File: src/can_regs_pkg.sv
// Constants and types shared by the CAN mask, data window and timer block
package can_regs_pkg;

    // ------------------------------------------------------------
    // Register offsets
    // ------------------------------------------------------------
    localparam logic [7:0] ADDR_TIMER_PRESCALE = 8'hA1;
    localparam logic [7:0] ADDR_DATA_WINDOW    = 8'hA3;
    localparam logic [7:0] ADDR_TRIG_LOW       = 8'hA4;
    localparam logic [7:0] ADDR_TRIG_HIGH      = 8'hA5;
    localparam logic [7:0] ADDR_MSG_TIM_LOW    = 8'hAC;
    localparam logic [7:0] ADDR_MSG_TIM_HIGH   = 8'hAD;
    localparam logic [7:0] ADDR_STAMP_LOW      = 8'hAE;
    localparam logic [7:0] ADDR_STAMP_HIGH     = 8'hAF;
    localparam logic [7:0] ADDR_MASK_ONE       = 8'hC4;
    localparam logic [7:0] ADDR_MASK_TWO       = 8'hC5;
    localparam logic [7:0] ADDR_MASK_THREE     = 8'hC6;
    localparam logic [7:0] ADDR_MASK_FOUR      = 8'hC7;

    // ------------------------------------------------------------
    // Sizes, fields and reset values
    // ------------------------------------------------------------
    localparam int          MBOX_NUM          = 15;
    localparam logic [3:0]  MBOX_LAST         = 4'hE;
    localparam int          MBOX_BYTES        = 8;
    localparam int          MASK_REGS         = 4;
    localparam int          MASK4_REMOTE_BIT  = 2;
    localparam int          MASK4_EXT_BIT     = 0;
    localparam logic [7:0]  MASK4_WRITABLE    = 8'hFD;
    localparam logic [7:0]  PRESCALE_RESET    = 8'h00;
    localparam logic [15:0] TIMER_RESET       = 16'h0000;
    localparam logic [7:0]  RDATA_RESET       = 8'h00;
    localparam logic [2:0]  INDEX_RESET       = 3'h0;
    localparam logic [3:0]  MBOX_RESET        = 4'h0;
    localparam logic [2:0]  INDEX_ONE         = 3'h1;
    localparam logic [7:0]  PREDIV_ONE        = 8'h01;
    localparam logic [15:0] TIMER_ONE         = 16'h0001;

    // Filter result word: {hit, mailbox}
    localparam int          RES_W             = 5;

    typedef logic [7:0] byte_t;

endpackage

File: src/two_entry_buffer.sv
// Two-entry valid/ready buffer for filter results
`timescale 1ns/1ps
module two_entry_buffer #(
    parameter int W = can_regs_pkg::RES_W
) (
    input  wire logic         clk,
    input  wire logic         rst,
    input  wire logic         in_valid,
    output logic              in_ready,
    input  wire logic [W-1:0] in_data,
    output logic              out_valid,
    input  wire logic         out_ready,
    output logic [W-1:0]      out_data
);
    import can_regs_pkg::*;

    typedef struct packed {
        logic [1:0][W-1:0] slot;
        logic [1:0]        cnt;
    } buf_state_t;

    buf_state_t st_ff;
    buf_state_t nxt_st;
    logic       push;
    logic       pop;

    assign in_ready  = (st_ff.cnt != 2'h2);
    assign out_valid = (st_ff.cnt != 2'h0);
    assign out_data  = st_ff.slot[0];
    assign push      = in_valid && in_ready;
    assign pop       = out_valid && out_ready;

    always_comb begin
        nxt_st = st_ff;
        if (pop) begin
            nxt_st.slot[0] = st_ff.slot[1];
        end
        if (push) begin
            // Land in the first free slot after any pop this cycle
            if (st_ff.cnt == 2'h0 || (st_ff.cnt == 2'h1 && pop)) begin
                nxt_st.slot[0] = in_data;
            end else begin
                nxt_st.slot[1] = in_data;
            end
        end
        nxt_st.cnt = st_ff.cnt + {1'b0, push} - {1'b0, pop};
    end

    always_ff @(posedge clk or posedge rst) begin
        if (rst) begin
            st_ff <= '0;
        end else begin
            st_ff <= nxt_st;
        end
    end
endmodule

File: src/can_mask_data_timer_regs.sv
// CAN acceptance masks, mailbox data window and CAN timers behind the SFR port
// ------------------------------------------------------------
// ------------------------------------------------------------
`timescale 1ns/1ps
module can_mask_data_timer_regs (
    input  wire logic                 clk,
    input  wire logic                 rst,
    input  wire logic [7:0]           sfr_addr,
    input  wire can_regs_pkg::byte_t  sfr_wdata,
    input  wire logic                 sfr_wr,
    input  wire logic                 sfr_rd,
    output can_regs_pkg::byte_t       sfr_rdata,
    input  wire logic                 page_wr,
    input  wire logic [3:0]           page_mbox,
    input  wire logic [2:0]           page_idx,
    input  wire logic                 auto_inc_en,
    input  wire logic                 stamp_capture,
    input  wire logic                 ttc_clear,
    input  wire logic                 flt_valid,
    output logic                      flt_ready,
    input  wire logic                 flt_tx,
    input  wire logic [3:0]           flt_mbox,
    input  wire logic                 flt_ext,
    input  wire logic [28:0]          rx_id,
    input  wire logic                 rx_rtr,
    input  wire logic                 rx_ide,
    input  wire logic [28:0]          tag_id,
    input  wire logic                 tag_rtr,
    input  wire logic                 tag_ide,
    output logic                      res_valid,
    input  wire logic                 res_ready,
    output logic [3:0]                res_mbox,
    output logic                      res_hit
);
    import can_regs_pkg::*;

    // ------------------------------------------------------------
    // State
    // ------------------------------------------------------------
    typedef struct packed {
        byte_t       prescale;
        byte_t       prediv;
        logic [15:0] msg_tim;
        logic [15:0] trig_tim;
        logic [3:0]  ptr_mbox;
        logic [2:0]  ptr_idx;
        byte_t       rdata;
    } ctl_state_t;

    // Storage without reset: contents stay undefined until software writes, or for stamp until a stamp_capture
    typedef struct packed {
        logic [MBOX_NUM-1:0][MASK_REGS-1:0][7:0]  mask;
        logic [MBOX_NUM-1:0][MBOX_BYTES-1:0][7:0] data;
        logic [15:0]                              stamp;
    } store_state_t;

    ctl_state_t   ctl_ff;
    ctl_state_t   nxt_ctl;
    store_state_t store_ff;
    store_state_t nxt_store;

    logic        tick;
    logic        win_access;
    logic        ptr_ok;
    logic        flt_ok;
    logic [28:0] id_mask;
    logic        rtr_mask;
    logic        ide_mask;
    logic [28:0] id_diff;
    logic        cmp_hit;
    logic        res_in_valid;
    logic        res_in_ready;
    logic [RES_W-1:0] res_word;
    byte_t       rd_mux;

    // ------------------------------------------------------------
    // Timer tick
    // ------------------------------------------------------------
    assign tick = (ctl_ff.prediv == ctl_ff.prescale);

    assign win_access = (sfr_wr || sfr_rd) && (sfr_addr == ADDR_DATA_WINDOW);
    assign ptr_ok     = (ctl_ff.ptr_mbox <= MBOX_LAST);
    assign flt_ok     = (flt_mbox <= MBOX_LAST);

    // ------------------------------------------------------------
    // Acceptance compare
    // ------------------------------------------------------------
    always_comb begin
        id_mask  = '0;
        rtr_mask = 1'b0;
        ide_mask = 1'b0;
        if (flt_ok) begin
            if (flt_ext) begin
                id_mask = {store_ff.mask[flt_mbox][0], store_ff.mask[flt_mbox][1],
                           store_ff.mask[flt_mbox][2],
                           store_ff.mask[flt_mbox][3][7:3]};
            end else begin
                id_mask[10:0] = {store_ff.mask[flt_mbox][0],
                                 store_ff.mask[flt_mbox][1][7:5]};
            end
            rtr_mask = store_ff.mask[flt_mbox][3][MASK4_REMOTE_BIT];
            ide_mask = store_ff.mask[flt_mbox][3][MASK4_EXT_BIT];
        end
    end

    assign id_diff = (rx_id ^ tag_id) & id_mask;
    // Transmit lookups bypass the masks entirely
    assign cmp_hit = flt_tx ? 1'b1
                   : (id_diff == '0)
                     && !(rtr_mask && (rx_rtr != tag_rtr))
                     && !(ide_mask && (rx_ide != tag_ide));

    assign res_in_valid = flt_valid;
    assign flt_ready    = res_in_ready;
    assign res_word     = {cmp_hit && flt_ok, flt_mbox};

    // ------------------------------------------------------------
    // Result buffer: once two results wait, a stalled consumer holds the filter source
    // ------------------------------------------------------------
    two_entry_buffer #(
        .W (RES_W)
    ) result_buf (
        .clk       (clk),
        .rst       (rst),
        .in_valid  (res_in_valid),
        .in_ready  (res_in_ready),
        .in_data   (res_word),
        .out_valid (res_valid),
        .out_ready (res_ready),
        .out_data  ({res_hit, res_mbox})
    );

    // ------------------------------------------------------------
    // Read mux
    // ------------------------------------------------------------
    always_comb begin
        rd_mux = RDATA_RESET;
        case (sfr_addr)
            ADDR_TIMER_PRESCALE: rd_mux = ctl_ff.prescale;
            ADDR_DATA_WINDOW: begin
                if (ptr_ok) begin
                    rd_mux = store_ff.data[ctl_ff.ptr_mbox][ctl_ff.ptr_idx];
                end
            end
            ADDR_TRIG_LOW:     rd_mux = ctl_ff.trig_tim[7:0];
            ADDR_TRIG_HIGH:    rd_mux = ctl_ff.trig_tim[15:8];
            ADDR_MSG_TIM_LOW:  rd_mux = ctl_ff.msg_tim[7:0];
            ADDR_MSG_TIM_HIGH: rd_mux = ctl_ff.msg_tim[15:8];
            ADDR_STAMP_LOW:    rd_mux = store_ff.stamp[7:0];
            ADDR_STAMP_HIGH:   rd_mux = store_ff.stamp[15:8];
            ADDR_MASK_ONE, ADDR_MASK_TWO, ADDR_MASK_THREE: begin
                if (ptr_ok) begin
                    rd_mux = store_ff.mask[ctl_ff.ptr_mbox][sfr_addr[1:0]];
                end
            end
            ADDR_MASK_FOUR: begin
                // Reserved bit reads zero, a legal reading of undefined
                if (ptr_ok) begin
                    rd_mux = store_ff.mask[ctl_ff.ptr_mbox][3] & MASK4_WRITABLE;
                end
            end
            default: rd_mux = RDATA_RESET;
        endcase
    end

    // ------------------------------------------------------------
    // Next state: control
    // ------------------------------------------------------------
    always_comb begin
        nxt_ctl = ctl_ff;
        if (tick) begin
            nxt_ctl.prediv   = PRESCALE_RESET;
            nxt_ctl.msg_tim  = ctl_ff.msg_tim + TIMER_ONE;
            nxt_ctl.trig_tim = ctl_ff.trig_tim + TIMER_ONE;
        end else begin
            nxt_ctl.prediv = ctl_ff.prediv + PREDIV_ONE;
        end
        if (ttc_clear) begin
            nxt_ctl.trig_tim = TIMER_RESET;
        end
        if (sfr_wr && sfr_addr == ADDR_TIMER_PRESCALE) begin
            nxt_ctl.prescale = sfr_wdata;
            // Restart the divider so a smaller value cannot be overrun
            nxt_ctl.prediv   = PRESCALE_RESET;
        end
        if (sfr_rd) begin
            nxt_ctl.rdata = rd_mux;
        end
        // Page write wins over a same-cycle window step
        if (page_wr) begin
            nxt_ctl.ptr_mbox = page_mbox;
            nxt_ctl.ptr_idx  = page_idx;
        end else if (win_access && auto_inc_en) begin
            nxt_ctl.ptr_idx = ctl_ff.ptr_idx + INDEX_ONE;
        end
    end

    // ------------------------------------------------------------
    // Next state: storage
    // ------------------------------------------------------------
    always_comb begin
        nxt_store = store_ff;
        if (stamp_capture) begin
            nxt_store.stamp = ctl_ff.msg_tim;
        end
        if (sfr_wr && ptr_ok) begin
            case (sfr_addr)
                ADDR_DATA_WINDOW: begin
                    nxt_store.data[ctl_ff.ptr_mbox][ctl_ff.ptr_idx] = sfr_wdata;
                end
                ADDR_MASK_ONE, ADDR_MASK_TWO, ADDR_MASK_THREE: begin
                    nxt_store.mask[ctl_ff.ptr_mbox][sfr_addr[1:0]] = sfr_wdata;
                end
                ADDR_MASK_FOUR: begin
                    nxt_store.mask[ctl_ff.ptr_mbox][3] = sfr_wdata & MASK4_WRITABLE;
                end
                default: begin
                    nxt_store.stamp = nxt_store.stamp;
                end
            endcase
        end
    end

    // ------------------------------------------------------------
    // Registers
    // ------------------------------------------------------------
    always_ff @(posedge clk or posedge rst) begin
        if (rst) begin
            ctl_ff.prescale <= PRESCALE_RESET;
            ctl_ff.prediv   <= PRESCALE_RESET;
            ctl_ff.msg_tim  <= TIMER_RESET;
            ctl_ff.trig_tim <= TIMER_RESET;
            ctl_ff.ptr_mbox <= MBOX_RESET;
            ctl_ff.ptr_idx  <= INDEX_RESET;
            ctl_ff.rdata    <= RDATA_RESET;
        end else begin
            ctl_ff <= nxt_ctl;
        end
    end

    // No reset on masks, data and stamp
    always_ff @(posedge clk) begin
        store_ff <= nxt_store;
    end

    assign sfr_rdata = ctl_ff.rdata;
endmodule

File: config.mk
export PLATFORM = sky130hd
export DESIGN_NAME = can_mask_data_timer_regs
export DESIGN_NICKNAME = d
export VERILOG_FILES = /design/src/can_regs_pkg.sv /design/src/two_entry_buffer.sv /design/src/can_mask_data_timer_regs.sv
export SDC_FILE = /design/constraint.sdc
export NUM_CORES = 2
export LEC_CHECK = 0
export ABC_AREA = 1
export BUFFER_PORTS_ARGS = -buffer_cell sky130_fd_sc_hd__clkbuf_2
export CORE_MARGIN = 2
export CORE_UTILIZATION = 25
export DETAILED_ROUTE_END_ITERATION = 10
export PLACE_DENSITY = 0.47
export SYNTH_ARGS = -nofsm -noshare
export SYNTH_HDL_FRONTEND = slang
export SYNTH_HIERARCHICAL = 1
export SYNTH_SLANG_ARGS = --single-unit
File: constraint.sdc
create_clock -name clk -period 7 [get_ports clk]
set_clock_uncertainty 0.15 [all_clocks]
set_input_delay 1.4 -clock clk [delete_from_list [all_inputs] [get_ports clk]]
set_output_delay 1.4 -clock clk [all_outputs]
set_load 0.01 [all_outputs]
==> flow_summary.yaml <==
run_status:
  outcome: "completed"
layout:
  final_area_mm2: 0.0772
  utilization_pct: 28.8
  drive_above_1_share_pct: 8.36
  area_growth_pct: 14.8
  nNetsFinal: 6500
  fill_cells: 27900
  finalNonFillerCells: 10100
route:
  wl_per_cell_um: 23.9
  ant_nets: 0
  routed_via_density: 4.90
  route.detailed.drc: 0
  wl_met2_um: 112000
  dr_total_vias: 49500
  drt_iter0_markers: 5492
  highest_layer: "met5"
  first_pass_iters: 9
  drt_wl_total_um: 241000
  drt-met1-wl_um: 103000
  met3WireLength_um: 17000
synthesis:
  synth_edf_count: 1441
  yosysUniqueCellTypes: 41
  synthTopCellsByCount: "nand2_1 (1850), edfxtp_1 (1441), nor2_1 (796)"
  synth_nets: 6477
  syn_avg_cell_area_um2: 10.5
  yosys_warnings: 6
  ys_ff_latch: 1516
  seq_area_frac_synth_pct: 67.2
  ys.flop_type: "edfxtp_1"
  synthTopCellsByArea: "edfxtp_1 (64%), nand2_1 (10%), nor2_1 (4.4%), a22oi_1 (4.0%), nand3_1 (3.1%)"
  synth_top_area_share_pct: 64.4
  yosysTopAreaCell: "edfxtp_1"
  async_reset_ff_share_pct: 4.95
  synth_cells: 6371
  synth_area_mm2: 0.0672
  synth.most_common_cell: "nand2_1"
floorplan:
  core.rowCount: 190
  start_util_pct: 25.1
  dieArea_mm2: 0.273
  die_h_um: 523
  core_area_mm2: 0.268
  io_pins: 116
  fp.dieW_um: 523
setup_path:
  reg2reg_depth: 5
  cp_max_fo: 56
  end_kind: "flip-flop"
  worstReg2RegEnd: "store_ff[1250]"
  slowest_delay_ns: 0.71
  worstSetupPathType: "in -> reg"
  r2r_setup_slack_ns: 2.46
  cp_cell_sequence: "buf_4 > inv_4 > nor2_4 > buf_4 > nand2_1 > nand3_1 > nand2_1 > nand3_1 > nand2_1 > nor2_1 > nor2_1 > nor2_1 > nand2_1 > nor2_1 > nand2_1 > a21oi_1 > nand2_1 > nand2_1"
  start_kind: "input port"
  worst_path_max_delay_cell: "a21oi_1"
  crit_arrival_ns: 5.36
  path_common_cell: "nand2_1"
  startpoint: "flt_mbox[1]"
  r2r_start: "ctl_ff[12]"
  cp.required_ns: 7.55
  cp-endpoint: "result_buf/st_ff[11]"
clock_tree:
  htree_num_levels: 4
  post-cts-setup-buffers: 0
  post_cts_resized: 0
  cts_tree: "built"
  cts-root-buf: "clkbuf_16"
  clkTransAtPathRegs_ns: 0.06
  cts.sinks: 1516
  cts-buffers-inserted: 165
  cts_hold_buf: 0
  clk_latency_ns: 0.84
  ctsLongestPathBuffers: 3
sta:
  finalSetupViolCount: 0
  tightest_slew_ns: 1.24
  fin_crit_ns: 4.81
  slew_viol_final: 0
  grt_setup_unrepaired: "no"
  slew-limit-headroom_pct: 17.0
  whs_ns: 0.294
  finalHoldViolCount: 0
  setup_slack_ns: 2.19
  timing.final.crit_share_pct: 68.7
  fmax_mhz: 208
  setup_tns_ns: 0
pwr:
  totalPowerFinal_mw: 21.0
  seqPwrFrac_pct: 47.8
  pwr-share-comb_pct: 9.6
  netSwitchingFraction_pct: 26.3
  internal_power_mw: 15.5
  powerDensity_mw_per_mm2: 273
  clkPwrFrac_pct: 42.6
  peakVddDrop_v: 0.000247
  leakagePower_nw: 28.2
  p_sw_mw: 5.54
global_route:
  grt_pass1_vias: 47700
  grt_max_degree: 174
  grt_usage_pct: 17.2
  antenna_found_initial: 16
  grt_pass1_wl_um: 345000
  grt-ovfl-total: 0
placed_design:
  io_buffers: 115
  hpwl_um: 151000
  place_inst: 9779
  dp_slack_ns: 1.53
  placed_area_mm2: 0.0716
  gp_congestion: 0.915
hold_path:
  hold_path.class: "reg -> reg"
run:
  max_cap_violations: 0
## worst max-delay path, delay by kind of cell
family / cells / cell delay (ns)
buffers and inverters: 3 / 1.14
AND/OR/NAND/NOR: 14 / 1.98
AO/OA/AOI/OAI: 1 / 0.71
## metal layers
| metal | vias to the layer above | track usage [%] |
|---|---|---|
| li1 | 22100 | - |
| met1 | 24700 | 23.3 |
| met2 | 2189 | 27.5 |
| met3 | 412 | 2.74 |
| met4 | 4 | 6.49 |
| met5 | - | 0 |
## flip-flops by register name, indices dropped and copies added (netlist names)
| signal | flops |
|---|---|
| store_ff | 1441 |
| ctl_ff | 55 |
| sfr_rdata | 8 |
| result_buf/st_ff | 7 |
| result_buf/out_data | 5 |
## power by group through the flow
| stage | clock network [mW] | registers [mW] | logic (mW) |
|---|---|---|---|
| after floorplan | 0 | 10.2 | 1.13 |
| after global placement | 0 | 10.2 | 2.01 |
| after detailed placement | 0 | 10.2 | 2.01 |
| after CTS | 9.10 | 10.1 | 2.02 |
| after global routing | 9.43 | 10.1 | 2.17 |
| final | 8.97 | 10.1 | 2.02 |
## cell type report
cell class                      instances  area (um2)  share of cell area [%]
Antenna cell                            6        15.0                  0.0195
Inverter                              379        1440                    1.87
Tap cell                             3552        4440                    5.76
Clock inverter                        107        1250                    1.62
Sequential cell                      1516       45100                    58.5
Multi-Input combinational cell       4098       19000                    24.6
Timing Repair Buffer                  234        1600                    2.07
Clock buffer                          197        4310                    5.58
## cells in the final DEF (no fill, tap or decap), types with 11 or more instances in the layout
master,Yosys,final
a21oi_1,66,66
a22oi_1,358,358
buf_4,27,120
bufinv_16,0,16
clkbuf_1,154,26
clkbuf_16,0,165
clkbuf_2,0,105
clkinv_1,12,39
clkinv_16,0,12
clkinv_2,0,36
dfrtp_1,75,75
edfxtp_1,1441,1441
inv_1,355,353
inv_2,12,15
nand2_1,1850,1848
nand3_1,420,419
nand4_1,67,67
nor2_1,796,781
nor2_4,3,13
nor3_1,30,30
o211ai_1,64,64
o21ai_0,235,235
o221ai_1,11,11
o22ai_1,69,69
or2_2,12,12
xor2_1,44,44
## cell families (layout without fill, tap and decap cells)
family	count (synthesis)	after routing	share of synthesized area (%)
compound gates	836	836	8.10
fa+ha+maj	5	5	0.0931
simple gates	3208	3208	19.2
flops	1516	1516	67.2
other cells	0	6	0
xor+xnor	49	49	0.639
buf+inv	757	917	4.75
## worst min-delay path by stage
stage / from / end / slack, ns / depth (start not counted)
after floorplan: ctl_ff[46] / store_ff[15] / 0.27 / 0
after global placement: ctl_ff[46] / store_ff[15] / 0.28 / 0
after detailed placement: ctl_ff[46] / store_ff[15] / 0.28 / 0
after CTS: ctl_ff[46] / store_ff[15] / 0.30 / 0
after global routing: ctl_ff[46] / store_ff[15] / 0.30 / 0
final: ctl_ff[46] / store_ff[15] / 0.29 / 0
No activity file was read; power rests on OpenSTA's default activity.
